<file path="src/rtl/cpcr_pkg.sv">
package cpcr_pkg;

  // ----------------------------------------------------------------
  // Bus and register indices (byte address = 4 x index)
  // ----------------------------------------------------------------
  localparam int         AW = 8;
  localparam int         DW = 32;
  localparam logic [5:0] IDX_MIC_BIAS_CONTROL_A  = 6'h06;
  localparam logic [5:0] IDX_MIC_BIAS_CONTROL_B  = 6'h07;
  localparam logic [5:0] IDX_DMIC_OVERSAMPLE_CFG = 6'h0A;
  localparam logic [5:0] IDX_INPUT_AMP_POWER     = 6'h0C;
  localparam logic [5:0] IDX_HEADPHONE_POWER     = 6'h0E;
  localparam logic [5:0] IDX_LINE_OUTPUT_POWER   = 6'h0F;
  localparam logic [5:0] IDX_CONVERTER_POWER     = 6'h12;
  localparam logic [5:0] IDX_CLOCK_RATES_A       = 6'h14;
  localparam logic [5:0] IDX_CLOCK_RATES_B       = 6'h15;
  localparam logic [5:0] IDX_CLOCK_RATES_C       = 6'h16;
  localparam logic [1:0] RESP_OKAY   = 2'h0;
  localparam logic [1:0] RESP_DECERR = 2'h3;

  // ----------------------------------------------------------------
  // Field positions
  // ----------------------------------------------------------------
  localparam int POS_BIAS_DETECT   = 1;
  localparam int POS_BIAS_SUPPLY   = 0;
  localparam int POS_BIAS_LEVEL    = 0;
  localparam int POS_DMIC_OSR      = 0;
  localparam int POS_LEFT          = 1;
  localparam int POS_RIGHT         = 0;
  localparam int POS_LEFT_CONV     = 3;
  localparam int POS_RIGHT_CONV    = 2;
  localparam int POS_LEFT_DMIC     = 1;
  localparam int POS_RIGHT_DMIC    = 0;
  localparam int POS_ZERO_CROSS_TIMEOUT_CLOCK_DIV16   = 14;
  localparam int POS_ZERO_CROSS_TIMEOUT_CLOCK_X4      = 13;
  localparam int POS_MCLK_HALVE    = 0;
  localparam int POS_SYSTEM_CLOCK_RATIO  = 10;
  localparam int POS_SAMPLE_RATE   = 0;
  localparam int POS_ZERO_CROSS_TIMEOUT_CLOCK_ENABLE  = 0;

  // ----------------------------------------------------------------
  // Reset values and timing
  // ----------------------------------------------------------------
  localparam logic       RST_DMIC_OSR     = 1'b1;
  localparam logic [3:0] RST_SYSTEM_CLOCK_RATIO = 4'h3;
  localparam logic [2:0] RST_SAMPLE_RATE  = 3'h5;
  // Base divisor of the timeout tick in system clock ticks
  localparam logic [12:0] ZERO_CROSS_TIMEOUT_CLOCK_BASE_DIV  = 13'h0100;

  // Nominal bias level in mV at the reference analogue supply
  localparam logic [11:0] BIAS_MV_0   = 12'h640;
  localparam logic [11:0] BIAS_MV_1   = 12'h7D0;
  localparam logic [11:0] BIAS_MV_2   = 12'h834;
  localparam logic [11:0] BIAS_MV_3   = 12'h960;
  localparam logic [11:0] BIAS_MV_TOP = 12'hA8C;

  typedef struct packed {
    logic        ack;
    logic [15:0] rdata;
    logic [1:0]  resp;
    logic        sys_phase;
    logic        bias_det;
    logic        bias_sup;
    logic [2:0]  bias_sel;
    logic        dmic_osr;
    logic [1:0]  inamp;
    logic [1:0]  hp;
    logic [1:0]  line;
    logic [3:0]  conv;
    logic        div16;
    logic        x4;
    logic        mclk_halve;
    logic [3:0]  ratio;
    logic [2:0]  rate;
    logic        toen;
  } cpcr_state_t;

  localparam cpcr_state_t ST_RESET = '{ack: 1'b0, rdata: 16'h0000, resp: RESP_OKAY,
    sys_phase: 1'b0, bias_det: 1'b0, bias_sup: 1'b0, bias_sel: 3'h0,
    dmic_osr: RST_DMIC_OSR, inamp: 2'h0, hp: 2'h0, line: 2'h0, conv: 4'h0,
    div16: 1'b0, x4: 1'b0, mclk_halve: 1'b0, ratio: RST_SYSTEM_CLOCK_RATIO,
    rate: RST_SAMPLE_RATE, toen: 1'b0};

  typedef struct packed {
    logic [12:0] cnt;
    logic        tick;
  } cpcr_zero_cross_timeout_clock_state_t;

  function automatic logic [10:0] system_clock_ratio_value(input logic [3:0] code);
    case (code)
      4'h0:    return 11'h040;
      4'h1:    return 11'h080;
      4'h2:    return 11'h0C0;
      4'h3:    return 11'h100;
      4'h4:    return 11'h180;
      4'h5:    return 11'h200;
      4'h6:    return 11'h300;
      4'h7:    return 11'h400;
      4'h8:    return 11'h580;
      4'h9:    return 11'h600;
      default: return 11'h000;
    endcase
  endfunction

  function automatic logic [12:0] zero_cross_timeout_clock_period(input logic div16, input logic x4);
    logic [12:0] p;
    p = ZERO_CROSS_TIMEOUT_CLOCK_BASE_DIV;
    if (div16) p = p << 4;
    if (x4)    p = p >> 2;
    return p;
  endfunction

endpackage

</file>
<file path="src/rtl/cpcr_zero_cross_timeout_clock_if.sv">
`timescale 1ns/1ns
interface cpcr_zero_cross_timeout_clock_if;
  logic sys_tick;
  logic enable;
  logic div16;
  logic x4;
  logic tick;
  modport ctrl (output sys_tick, output enable, output div16, output x4, input tick);
  modport gen  (input sys_tick, input enable, input div16, input x4, output tick);
endinterface

</file>
<file path="src/rtl/cpcr_regs.sv">
`timescale 1ns/1ns
module cpcr_regs
  import cpcr_pkg::*;
(
  input  wire logic          mclk_i,                  // Master clock, 125 MHz
  input  wire logic          resetn_i,                // Async reset, active low
  input  wire logic [AW-1:0] avs_address_i,           // Byte address
  input  wire logic          avs_read_i,              // Read request
  input  wire logic          avs_write_i,             // Write request
  input  wire logic [DW-1:0] avs_writedata_i,         // Write data
  input  wire logic [3:0]    avs_byteenable_i,        // Byte lanes
  output logic [DW-1:0]      avs_readdata_o,          // Read data
  output logic [1:0]         avs_response_o,          // 00 okay, 11 decode error
  output logic               avs_waitrequest_o,       // Stall
  output logic               bias_detect_enable_o,    // Bias detect enable
  output logic               bias_supply_enable_o,    // Bias supply enable
  output logic [2:0]         bias_level_select_o,     // Raw level code
  output logic [11:0]        microphone_bias_mv_o,    // Nominal level, mV
  output logic               dmic_oversample_select_o,// Oversample setting
  output logic               left_input_amp_enable_o, // Left input amp
  output logic               right_input_amp_enable_o,// Right input amp
  output logic               left_headphone_enable_o, // Left headphone
  output logic               right_headphone_enable_o,// Right headphone
  output logic               left_line_out_enable_o,  // Left line out
  output logic               right_line_out_enable_o, // Right line out
  output logic               left_converter_enable_o, // Left converter
  output logic               right_converter_enable_o,// Right converter
  output logic               left_dmic_proc_enable_o, // Left dmic processing
  output logic               right_dmic_proc_enable_o,// Right dmic processing
  output logic               system_clock_en_o,       // System clock enable pulse
  output logic [3:0]         system_clock_ratio_select_o,   // Ratio code
  output logic [10:0]        system_clock_ratio_o,          // Ratio value, 0 if reserved
  output logic               system_clock_ratio_valid_o,    // Ratio code defined
  output logic [2:0]         sample_rate_code_o,      // Sample rate code
  output logic               sample_rate_valid_o,     // Rate code defined
  output logic               zero_cross_timeout_clock_o // Timeout tick pulse
);

  // ----------------------------------------------------------------
  // Helpers
  // ----------------------------------------------------------------
  function automatic logic [15:0] be_merge(input logic [15:0] old, input logic [DW-1:0] wd,
                                           input logic [3:0] be);
    logic [15:0] r;
    r = old;
    if (be[0]) r[7:0]  = wd[7:0];
    if (be[1]) r[15:8] = wd[15:8];
    return r;
  endfunction

  function automatic logic reg_hit(input logic [5:0] idx);
    case (idx)
      IDX_MIC_BIAS_CONTROL_A, IDX_MIC_BIAS_CONTROL_B, IDX_DMIC_OVERSAMPLE_CFG,
      IDX_INPUT_AMP_POWER, IDX_HEADPHONE_POWER, IDX_LINE_OUTPUT_POWER,
      IDX_CONVERTER_POWER, IDX_CLOCK_RATES_A, IDX_CLOCK_RATES_B,
      IDX_CLOCK_RATES_C: return 1'b1;
      default:           return 1'b0;
    endcase
  endfunction

  // Undocumented bits are not stored and read as zero
  function automatic logic [15:0] reg_image(input logic [5:0] idx, input cpcr_state_t s);
    logic [15:0] r;
    r = 16'h0000;
    case (idx)
      IDX_MIC_BIAS_CONTROL_A: begin
        r[POS_BIAS_DETECT] = s.bias_det;
        r[POS_BIAS_SUPPLY] = s.bias_sup;
      end
      IDX_MIC_BIAS_CONTROL_B:  r[POS_BIAS_LEVEL +: 3] = s.bias_sel;
      IDX_DMIC_OVERSAMPLE_CFG: r[POS_DMIC_OSR] = s.dmic_osr;
      IDX_INPUT_AMP_POWER:     r[POS_RIGHT +: 2] = s.inamp;
      IDX_HEADPHONE_POWER:     r[POS_RIGHT +: 2] = s.hp;
      IDX_LINE_OUTPUT_POWER:   r[POS_RIGHT +: 2] = s.line;
      IDX_CONVERTER_POWER:     r[POS_RIGHT_DMIC +: 4] = s.conv;
      IDX_CLOCK_RATES_A: begin
        r[POS_ZERO_CROSS_TIMEOUT_CLOCK_DIV16] = s.div16;
        r[POS_ZERO_CROSS_TIMEOUT_CLOCK_X4]    = s.x4;
        r[POS_MCLK_HALVE]  = s.mclk_halve;
      end
      IDX_CLOCK_RATES_B: begin
        r[POS_SYSTEM_CLOCK_RATIO +: 4] = s.ratio;
        r[POS_SAMPLE_RATE +: 3]  = s.rate;
      end
      IDX_CLOCK_RATES_C:       r[POS_ZERO_CROSS_TIMEOUT_CLOCK_ENABLE] = s.toen;
      default:                 r = 16'h0000;
    endcase
    return r;
  endfunction

  // ----------------------------------------------------------------
  // State
  // ----------------------------------------------------------------
  cpcr_state_t st_r;
  cpcr_state_t st_nxt;
  logic [5:0]  idx;
  logic        req;
  logic        wr_take;
  logic [15:0] merged;
  cpcr_zero_cross_timeout_clock_if tc ();

  assign idx     = avs_address_i[7:2];
  assign req     = avs_read_i | avs_write_i;
  // One wait state: the answer is prepared in the first cycle
  assign avs_waitrequest_o = req & ~st_r.ack;
  assign wr_take = avs_write_i & st_r.ack;
  assign merged  = be_merge(reg_image(idx, st_r), avs_writedata_i, avs_byteenable_i);

  always_comb begin
    st_nxt = st_r;
    st_nxt.ack = req & ~st_r.ack;
    st_nxt.sys_phase = ~st_r.sys_phase;
    if (req && !st_r.ack) begin
      st_nxt.rdata = (avs_read_i && reg_hit(idx)) ? reg_image(idx, st_r) : 16'h0000;
      st_nxt.resp  = reg_hit(idx) ? RESP_OKAY : RESP_DECERR;
    end
    if (wr_take) begin
      case (idx)
        IDX_MIC_BIAS_CONTROL_A: begin
          st_nxt.bias_det = merged[POS_BIAS_DETECT];
          st_nxt.bias_sup = merged[POS_BIAS_SUPPLY];
        end
        IDX_MIC_BIAS_CONTROL_B:  st_nxt.bias_sel = merged[POS_BIAS_LEVEL +: 3];
        IDX_DMIC_OVERSAMPLE_CFG: st_nxt.dmic_osr = merged[POS_DMIC_OSR];
        IDX_INPUT_AMP_POWER:     st_nxt.inamp = merged[POS_RIGHT +: 2];
        IDX_HEADPHONE_POWER:     st_nxt.hp = merged[POS_RIGHT +: 2];
        IDX_LINE_OUTPUT_POWER:   st_nxt.line = merged[POS_RIGHT +: 2];
        IDX_CONVERTER_POWER:     st_nxt.conv = merged[POS_RIGHT_DMIC +: 4];
        IDX_CLOCK_RATES_A: begin
          st_nxt.div16      = merged[POS_ZERO_CROSS_TIMEOUT_CLOCK_DIV16];
          st_nxt.x4         = merged[POS_ZERO_CROSS_TIMEOUT_CLOCK_X4];
          st_nxt.mclk_halve = merged[POS_MCLK_HALVE];
        end
        IDX_CLOCK_RATES_B: begin
          // Reserved codes are stored as written and flagged invalid
          st_nxt.ratio = merged[POS_SYSTEM_CLOCK_RATIO +: 4];
          st_nxt.rate  = merged[POS_SAMPLE_RATE +: 3];
        end
        IDX_CLOCK_RATES_C:       st_nxt.toen = merged[POS_ZERO_CROSS_TIMEOUT_CLOCK_ENABLE];
        default: ;
      endcase
    end
  end

  always_ff @(posedge mclk_i or negedge resetn_i) begin
    if (!resetn_i) st_r <= ST_RESET;
    else           st_r <= st_nxt;
  end

  // ----------------------------------------------------------------
  // Outputs
  // ----------------------------------------------------------------
  assign avs_readdata_o = {16'h0000, st_r.rdata};
  assign avs_response_o = st_r.resp;

  assign bias_detect_enable_o     = st_r.bias_det;
  assign bias_supply_enable_o     = st_r.bias_sup;
  assign bias_level_select_o      = st_r.bias_sel;
  always_comb begin
    case (st_r.bias_sel)
      3'h0:    microphone_bias_mv_o = BIAS_MV_0;
      3'h1:    microphone_bias_mv_o = BIAS_MV_1;
      3'h2:    microphone_bias_mv_o = BIAS_MV_2;
      3'h3:    microphone_bias_mv_o = BIAS_MV_3;
      default: microphone_bias_mv_o = BIAS_MV_TOP;
    endcase
  end
  assign dmic_oversample_select_o = st_r.dmic_osr;
  assign left_input_amp_enable_o  = st_r.inamp[POS_LEFT];
  assign right_input_amp_enable_o = st_r.inamp[POS_RIGHT];
  assign left_headphone_enable_o  = st_r.hp[POS_LEFT];
  assign right_headphone_enable_o = st_r.hp[POS_RIGHT];
  assign left_line_out_enable_o   = st_r.line[POS_LEFT];
  assign right_line_out_enable_o  = st_r.line[POS_RIGHT];
  assign left_converter_enable_o  = st_r.conv[POS_LEFT_CONV];
  assign right_converter_enable_o = st_r.conv[POS_RIGHT_CONV];
  assign left_dmic_proc_enable_o  = st_r.conv[POS_LEFT_DMIC];
  assign right_dmic_proc_enable_o = st_r.conv[POS_RIGHT_DMIC];

  // Halving is an every-other-cycle enable; no derived clock is built
  assign system_clock_en_o     = ~st_r.mclk_halve | st_r.sys_phase;
  assign system_clock_ratio_select_o = st_r.ratio;
  assign system_clock_ratio_o        = system_clock_ratio_value(st_r.ratio);
  assign system_clock_ratio_valid_o  = (system_clock_ratio_value(st_r.ratio) != 11'h000);
  assign sample_rate_code_o    = st_r.rate;
  assign sample_rate_valid_o   = (st_r.rate <= 3'h5);

  // ----------------------------------------------------------------
  // Timeout tick generator
  // ----------------------------------------------------------------
  assign tc.sys_tick = system_clock_en_o;
  assign tc.enable   = st_r.toen;
  assign tc.div16    = st_r.div16;
  assign tc.x4       = st_r.x4;
  assign zero_cross_timeout_clock_o = tc.tick;

  cpcr_zero_cross_timeout_clock_gen u_zero_cross_timeout_clock (
    .mclk_i   (mclk_i),
    .resetn_i (resetn_i),
    .tc       (tc.gen)
  );

  // ----------------------------------------------------------------
  // Checks
  // ----------------------------------------------------------------
  AST_BUS_ANSWER: assert property (@(posedge mclk_i) disable iff (!resetn_i)
    req |-> ##[0:1] !avs_waitrequest_o)
    else $error("bus request not answered within one wait state");
  AST_BIAS_WRITE: assert property (@(posedge mclk_i) disable iff (!resetn_i)
    wr_take && idx == IDX_MIC_BIAS_CONTROL_A && avs_byteenable_i[0]
    |=> bias_detect_enable_o == $past(avs_writedata_i[1])
        && bias_supply_enable_o == $past(avs_writedata_i[0]))
    else $error("bias enables not updated by write");
  AST_BIAS_LEVEL: assert property (@(posedge mclk_i) disable iff (!resetn_i)
    wr_take && idx == IDX_MIC_BIAS_CONTROL_B && avs_byteenable_i[0] && avs_writedata_i[2]
    |=> microphone_bias_mv_o == BIAS_MV_TOP)
    else $error("upper bias codes not at top level");
  AST_INAMP_WRITE: assert property (@(posedge mclk_i) disable iff (!resetn_i)
    wr_take && idx == IDX_INPUT_AMP_POWER && avs_byteenable_i[0]
    |=> {left_input_amp_enable_o, right_input_amp_enable_o} == $past(avs_writedata_i[1:0]))
    else $error("input amp enables wrong");
  AST_HP_WRITE: assert property (@(posedge mclk_i) disable iff (!resetn_i)
    wr_take && idx == IDX_HEADPHONE_POWER && avs_byteenable_i[0]
    |=> {left_headphone_enable_o, right_headphone_enable_o} == $past(avs_writedata_i[1:0]))
    else $error("headphone enables wrong");
  AST_LINE_WRITE: assert property (@(posedge mclk_i) disable iff (!resetn_i)
    wr_take && idx == IDX_LINE_OUTPUT_POWER && avs_byteenable_i[0]
    |=> {left_line_out_enable_o, right_line_out_enable_o} == $past(avs_writedata_i[1:0]))
    else $error("line out enables wrong");
  AST_CONV_WRITE: assert property (@(posedge mclk_i) disable iff (!resetn_i)
    wr_take && idx == IDX_CONVERTER_POWER && avs_byteenable_i[0]
    |=> {left_converter_enable_o, right_converter_enable_o} == $past(avs_writedata_i[3:2]))
    else $error("converter enables wrong");
  AST_DMIC_WRITE: assert property (@(posedge mclk_i) disable iff (!resetn_i)
    wr_take && idx == IDX_CONVERTER_POWER && avs_byteenable_i[0]
    |=> {left_dmic_proc_enable_o, right_dmic_proc_enable_o} == $past(avs_writedata_i[1:0]))
    else $error("dmic processing enables wrong");
  AST_SYSTEM_CLOCK_HALF: assert property (@(posedge mclk_i) disable iff (!resetn_i)
    st_r.mclk_halve && $past(st_r.mclk_halve) |-> system_clock_en_o != $past(system_clock_en_o))
    else $error("halved system clock enable not alternating");
  AST_SYSTEM_CLOCK_FULL: assert property (@(posedge mclk_i) disable iff (!resetn_i)
    !st_r.mclk_halve |-> system_clock_en_o)
    else $error("system clock enable missing");
  AST_RATIO_WRITE: assert property (@(posedge mclk_i) disable iff (!resetn_i)
    wr_take && idx == IDX_CLOCK_RATES_B && avs_byteenable_i[1] && avs_writedata_i[13:10] == 4'h9
    |=> system_clock_ratio_o == 11'h600)
    else $error("ratio code 9 not 1536");
  AST_RATE_WRITE: assert property (@(posedge mclk_i) disable iff (!resetn_i)
    wr_take && idx == IDX_CLOCK_RATES_B && avs_byteenable_i[0]
    |=> sample_rate_code_o == $past(avs_writedata_i[2:0]))
    else $error("sample rate code not updated");
  AST_RATIO_RSVD: assert property (@(posedge mclk_i) disable iff (!resetn_i)
    system_clock_ratio_select_o >= 4'hA |-> !system_clock_ratio_valid_o && system_clock_ratio_o == 11'h000)
    else $error("reserved ratio code reported valid");
  AST_ZERO_CROSS_TIMEOUT_CLOCK_OFF: assert property (@(posedge mclk_i) disable iff (!resetn_i)
    !st_r.toen [*2] |-> !zero_cross_timeout_clock_o)
    else $error("timeout tick without enable");

  COV_WRITE_RATES: cover property (@(posedge mclk_i) disable iff (!resetn_i)
    wr_take && idx == IDX_CLOCK_RATES_B);
  COV_READ_DONE: cover property (@(posedge mclk_i) disable iff (!resetn_i)
    avs_read_i && !avs_waitrequest_o);
  COV_DECERR: cover property (@(posedge mclk_i) disable iff (!resetn_i)
    req && !avs_waitrequest_o && avs_response_o == RESP_DECERR);

endmodule // cpcr_regs

</file>
<file path="src/rtl/cpcr_zero_cross_timeout_clock_gen.sv">
`timescale 1ns/1ns
module cpcr_zero_cross_timeout_clock_gen
  import cpcr_pkg::*;
(
  input  wire logic   mclk_i,   // Core clock
  input  wire logic   resetn_i, // Async reset, active low
  cpcr_zero_cross_timeout_clock_if.gen   tc        // Control and tick
);

  cpcr_zero_cross_timeout_clock_state_t st_r;
  cpcr_zero_cross_timeout_clock_state_t st_nxt;
  logic [12:0]       period;

  assign period = zero_cross_timeout_clock_period(tc.div16, tc.x4);
  assign tc.tick = st_r.tick;

  always_comb begin
    st_nxt = st_r;
    st_nxt.tick = 1'b0;
    if (!tc.enable) begin
      st_nxt.cnt = 13'h0000;
    end else if (tc.sys_tick) begin
      // >= keeps a shortened period from running the count away
      if (st_r.cnt >= period - 13'h0001) begin
        st_nxt.cnt  = 13'h0000;
        st_nxt.tick = 1'b1;
      end else begin
        st_nxt.cnt = st_r.cnt + 13'h0001;
      end
    end
  end

  always_ff @(posedge mclk_i or negedge resetn_i) begin
    if (!resetn_i) st_r <= '0;
    else           st_r <= st_nxt;
  end

  AST_ZERO_CROSS_TIMEOUT_CLOCK_GATED: assert property (@(posedge mclk_i) disable iff (!resetn_i)
    !tc.enable |=> !tc.tick)
    else $error("timeout tick while disabled");
  AST_ZERO_CROSS_TIMEOUT_CLOCK_DIV16: assert property (@(posedge mclk_i) disable iff (!resetn_i)
    tc.enable && tc.div16 && !tc.x4 && st_r.cnt < 13'h1000 |=> st_r.cnt < 13'h1000)
    else $error("divide by sixteen count out of range");
  AST_ZERO_CROSS_TIMEOUT_CLOCK_X4: assert property (@(posedge mclk_i) disable iff (!resetn_i)
    tc.enable && tc.x4 && !tc.div16 && st_r.cnt < 13'h0040 |=> st_r.cnt < 13'h0040)
    else $error("times four count out of range");
  AST_ZERO_CROSS_TIMEOUT_CLOCK_PULSE: assert property (@(posedge mclk_i) disable iff (!resetn_i)
    tc.tick |=> !tc.tick)
    else $error("timeout tick wider than one cycle");
  COV_ZERO_CROSS_TIMEOUT_CLOCK_TICK: cover property (@(posedge mclk_i) disable iff (!resetn_i) tc.tick);

endmodule // cpcr_zero_cross_timeout_clock_gen

</file>
<file path="config.mk">
export PLATFORM = sky130hd
export DESIGN_NAME = cpcr_regs
export DESIGN_NICKNAME = d
export VERILOG_FILES = /design/src/rtl/cpcr_pkg.sv /design/src/rtl/cpcr_zero_cross_timeout_clock_if.sv /design/src/rtl/cpcr_regs.sv /design/src/rtl/cpcr_zero_cross_timeout_clock_gen.sv
export SDC_FILE = /design/constraint.sdc
export NUM_CORES = 1
export LEC_CHECK = 0
export ABC_CLOCK_PERIOD_IN_PS = 4400
export BUFFER_PORTS_ARGS = -buffer_cell sky130_fd_sc_hd__buf_2
export CORE_UTILIZATION = 54
export DETAILED_ROUTE_END_ITERATION = 8
export GPL_TIMING_DRIVEN = 0
export PLACE_DENSITY = 0.84
export SYNTH_ARGS = -nofsm -noshare
export SYNTH_HDL_FRONTEND = slang
export SYNTH_SLANG_ARGS = --single-unit
</file>
<file path="constraint.sdc">
create_clock -name mclk_i -period 4.4 [get_ports mclk_i]
set_input_delay 0 -clock mclk_i [delete_from_list [all_inputs] [get_ports mclk_i]]
set_output_delay 0 -clock mclk_i [all_outputs]
set_load 0.02 [all_outputs]
</file>
Word-level counts from Yosys, hierarchy flattened:

Memory sizes are Yosys's and may differ from the RTL's.
Index checks and enable logic that the tools add are counted.

* ROM bits: 224
* memory bits (writable): 0
* memories kept: 4
* input bits: 48
* register bits after elaboration: 61
* bits in latches: 0

* shifts and indexed selects: 0
* multiplexer cells: 25
* $lt $le $gt $ge: 2
* div/mod/pow operators: 0
* $mul: 0
* bitwise logic cells: 7
* reduce and logical (&&, ||, !) cells: 15
* add/subtract/negate cells: 2
* eq/ne operators: 14

Memory list
* (no name shown): words 16, width 5, rd ports 1, clocked after Yosys merged registers in 0, wr ports 0, line cpcr_pkg.sv:90 `case (code)`
* (no name shown): words 16, width 5, rd ports 1, clocked after Yosys merged registers in 0, wr ports 0, line cpcr_pkg.sv:90
* (no name shown): words 32, width 1, rd ports 1, clocked after Yosys merged registers in 0, wr ports 0, line cpcr_regs.sv:52 `case (idx)`
* (no name shown): words 32, width 1, rd ports 1, clocked after Yosys merged registers in 0, wr ports 0, line cpcr_regs.sv:52

Operators by type and width (count)
* $mux 13: 4
* $pmux 12 s4: 1
* $eq 6x4->1 const B: 4
* $eq 6x5->1 const B: 4
* $reduce_and 2->1: 10
* $mux 15: 1
* $mux 14: 1
* $add 13x1->13 const B: 1
* $ge 13x13->1: 1
* $sub 13x1->13 const B: 1
* $eq 6x3->1 const B: 2
* $reduce_bool 11->1: 1
* $pmux 1 s10: 1
* $mux 1: 9
* $pmux 1 s9: 1
* $mux 7: 1
* $pmux 1 s7: 1
* $eq 3x2->1 const B: 2
* $mux 4: 1
* $eq 3x1->1 const B: 1
* $le 3x3->1 const B: 1
* $logic_not 3->1: 1
* $mux 3: 1
* $not 1->1: 3
* 8 further kinds: 11

Depth between registers and ports, before layout:

* word-level depth: 7
* depth in mapped cells: 8

Modules after synthesis:

From an unflattened synthesis, not the netlist that was laid out.

* cells, all modules: 399
* area total of the unflattened synthesis: 3668.5 um2

By module, submodules not included
* cpcr_regs: cells each 272, times used 1, area an instance 2658.8 um2
* cpcr_zero_cross_timeout_clock_gen: cells each 127, times used 1, area an instance 1009.7 um2

Worst setup path before layout:

Ideal clock, no wire load.

* path kind: reg-to-reg
* start point: reg st_r (netlist bit tc.x4)
* end point: reg u_zero_cross_timeout_clock.st_r[2] (netlist bit)
* stages on the path, launching flop included: 9
* arrival: 1.912 ns
* required time: 4.279 ns
* setup slack: 2.367 ns
* period minus slack after synthesis: 2.033 ns
* cell sequence: dfrtp_1 nand2b_1 ha_1 and4_1 o31ai_1 o211ai_1 clkbuf_1 nor2_1 a22o_1

* longest elaborated chain between the ends: 6

RTL lines
* start, declared: line cpcr_regs.sv:94 `cpcr_state_t st_r;`
* start signal, assigned: line cpcr_regs.sv:147 `else st_r <= st_nxt;`
* $mux 13: line cpcr_pkg.sv:109 `if (x4) p = p >> 2;`
* $sub 13x1->13: line cpcr_zero_cross_timeout_clock_gen.sv:24 `if (st_r.cnt >= period - 13'h0001) begin`
* $ge 13x13->1: line cpcr_zero_cross_timeout_clock_gen.sv:24
* $mux 13: line cpcr_zero_cross_timeout_clock_gen.sv:24
* $mux 14: line cpcr_zero_cross_timeout_clock_gen.sv:22 `end else if (tc.sys_tick) begin`
* $mux 13: line cpcr_zero_cross_timeout_clock_gen.sv:20 `if (!tc.enable) begin`
* end signal, assigned: line cpcr_zero_cross_timeout_clock_gen.sv:35 `else st_r <= st_nxt;`
* end, declared: line cpcr_zero_cross_timeout_clock_gen.sv:10 `cpcr_zero_cross_timeout_clock_state_t st_r;`

No other way between the ends. The select of a mux whose other input is x is not followed.
A chain may end at the register's enable or synchronous reset.

Worst setup path in the final report:

Same ends and word-level chain as after synthesis.

==> results.cfg <==
[run_status]
status = completed

[floorplanning]
die_width_um = 83.5
die_y_um = 83.5
rows = 29
start_util_pct = 56.2
core_area_um2 = 6390
fp.dieArea_um2 = 6970
io_pins = 133

[place]
hpwl_um = 5950
place_area_um2 = 4160
portBuffers = 73
place_congestion = 0.830
dp.cells = 545

[flow_run]
maxCapViolCount = 0

[synthesis]
synthCells = 365
synth_seq_area_share_pct = 37.1
synth.top_cells.by_count = buf_4 (54), dfrtp_1 (48), mux2_2 (20)
syn_area_um2 = 3590
yosys_warnings = 0
synth-edff-count = 0
synth_area_leaders = dfrtp_1 (33%), buf_4 (11%), mux2_2 (6.3%)
synth_most_common_cell = buf_4
yosys_most_used_dff = dfrtp_1
ys_ff_latch = 53
yosys.area.top_type = dfrtp_1
yosys.area.top_type_share_pct = 33.5
synth_async_sr_flop_share_pct = 100
synth.distinct_cells = 63
avgSynthCellArea_um2 = 9.83

[sta]
maxSlewHeadroom_pct = 22.3
worst_slew_pin_slew_ps = 1170
fin_crit_sh_pct = 53.2
finalSetupTns_ps = 0
setup_viol = 0
fmax_ghz = 0.427
hold_violations = 0
rsz0062_at_grt = no
drv_slew = 0
fin_skew_ps = 12.4
period_needed_ps = 2340

[detailed_routing]
wire_per_inst_um = 14.2
vias = 3001
routed_via_density = 5.36
wl_met3_um = 406
totalWireLength_um = 7980
drtIter0Drc = 159
drc = 0
drt_pass1_iterations = 4
met2WireLength_um = 4010
met1_length_um = 3480
antenna_left = 0
routed.top_layer = met4

[worst_setup_path]
critPathKind = reg -> reg
worst-path-max-fanout = 10
start_kind = flop
reg2reg_from = tc.x4
setup.worst_path.end_class = flop
worst_ep_required_time_ps = 4610
worstPathArrival_ps = 2550
cp-startpoint = tc.x4

[global_routing]
grt_pass1_vias = 2832
gr-usage-all-layers_pct = 22.7
grt_max_degree = 54
antenna_found_initial = 0
grt_pass1_wl_um = 13100
globalRoute.totalOverflow = 0

[cts]
path_clk_slew_ps = 100
numCtsBuffers = 5
postCtsSetupRepairBufs = 0
postCtsHoldBufs = 7
cts_resized = 0
cts_tree = built
htree_levels = 2
clock_path_buffers = 2
root_buffer = clkbuf_8
cts_num_sinks = 53
insertion_delay_ps = 320

[power]
switching_share_pct = 33.1
peakVddDrop_uv = 180
cellPowerDensity_nw_per_um2 = 263
p_seq_share_pct = 47.6
p_int_mw = 0.762
power_mw = 1.14
p_leak_nw = 2.28
combPwrFrac_pct = 25.8
clkPwrFrac_pct = 26.5
netSwitchingPower_mw = 0.377

[hold_path]
worstHoldPathType = in -> reg
hp-start = avs_writedata_i[0]

[finish]
stdcell_count = 560
final_cell_area_um2 = 4330
nets = 539
drive_gt1_share_pct = 37.7
antenna_cells = 0
area_delta_synth_final_pct = 20.7
cell usage in the layout (no fill, tap or decap), drive strengths merged, types with 3 or more instances in the layout:
master	synthesis	final
inv	18	19
nor2	17	17
o311ai	5	5
clkbuf	10	16
nand2b	6	6
buf	58	131
a22oi	3	3
o21ai	14	14
nor4b	4	4
a21o	7	7
o31ai	5	5
dfrtp	48	48
and3	10	10
mux2	23	23
and4	3	3
o21a	5	5
or3	4	4
nor3b	3	3
mux2i	6	6
nand2	16	16
conb	2	32
dfstp	5	5
a21oi	12	12
a31oi	3	3
nor3	10	10
a22o	10	10
nor2b	5	5
nand3	14	14
dlygate4sd3	0	7
nand4	3	3
ha	9	9
cell type report:
cell class / instances / area (µm²)
Clock buffer: 6 / 82.6
Clock inverter: 2 / 16.3
Timing Repair Buffer: 80 / 435
Fill cell: 506 / 2060
Tap cell: 77 / 96.3
Inverter: 18 / 67.6
Sequential cell: 53 / 1330
Buffer: 68 / 464
Multi-Input combinational cell: 256 / 1840
per-stage QoR:
stage | setup slack, ps | hold slack [ps] | utilization, %
2_1_floorplan | 2370 | -296 | -
3_3_place_gp | 2100 | 210 | 65.2
3_5_place_dp | 2070 | 223 | 65.2
4_1_cts | 2040 | 61.7 | 67.8
5_1_grt | 1900 | 65.6 | 67.8
6_report | 2060 | 53.1 | 67.8
sequential cells by signal, indices dropped and copies added (netlist names), 3 cells and up:
signal                           count
sample_rate_code_o                   3
u_zero_cross_timeout_clock.st_r     13
st_r                                 3
avs_readdata_o                       9
bias_level_select_o                  3
system_clock_ratio_select_o          4
worst max-delay path: stages (launching register included):
cell      delay (ps)
dfrtp_1          430
nand2b_1         160
ha_1             290
and4_1           240
o31ai_1           90
o211ai_1         240
clkbuf_1         400
nor2_1           140
a22o_1           250
worst paths after layout:
path                       cells past startpoint  slack [ps]                             endpoint
max                                            8        2060   u_zero_cross_timeout_clock.st_r[2]
min                                            3          50                 bias_supply_enable_o
max reg2reg                                    8        2060   u_zero_cross_timeout_clock.st_r[2]
min reg2reg                                    1         440                             st_r[27]
max in group asynchronous                      2        3220  u_zero_cross_timeout_clock.st_r[12]
min in group asynchronous                      2         450                 bias_supply_enable_o
metal layers:
layer	GRT usage (%)	up-vias
met3	2.87	10
met1	29.5	1437
met4	5.39	0
met2	40.3	92
met5	0	-
li1	-	1462
power groups by stage:
| stage | sequential [mW] | clock [mW] | combinational, mW |
|---|---|---|---|
| finish | 0.542 | 0.302 | 0.294 |
| global route | 0.546 | 0.320 | 0.317 |
| CTS | 0.542 | 0.304 | 0.295 |
| detailed placement | 0.551 | 0 | 0.289 |
| floorplan | 0.556 | 0 | 0.195 |
| global placement | 0.550 | 0 | 0.283 |
cell families after synthesis:
group,after synthesis,share of synthesized area [%]
muxes,29,8.89
AOI/OAI and AO/OA,76,17.4
xor gates and xnor gates,3,0.733
and+or+nand+nor,107,17.7
buffers and inverters,86,14.8
other,2,0.209
DFF,53,37.1
adders and majority gates,9,3.14
Power figures use the tool's default switching activity.
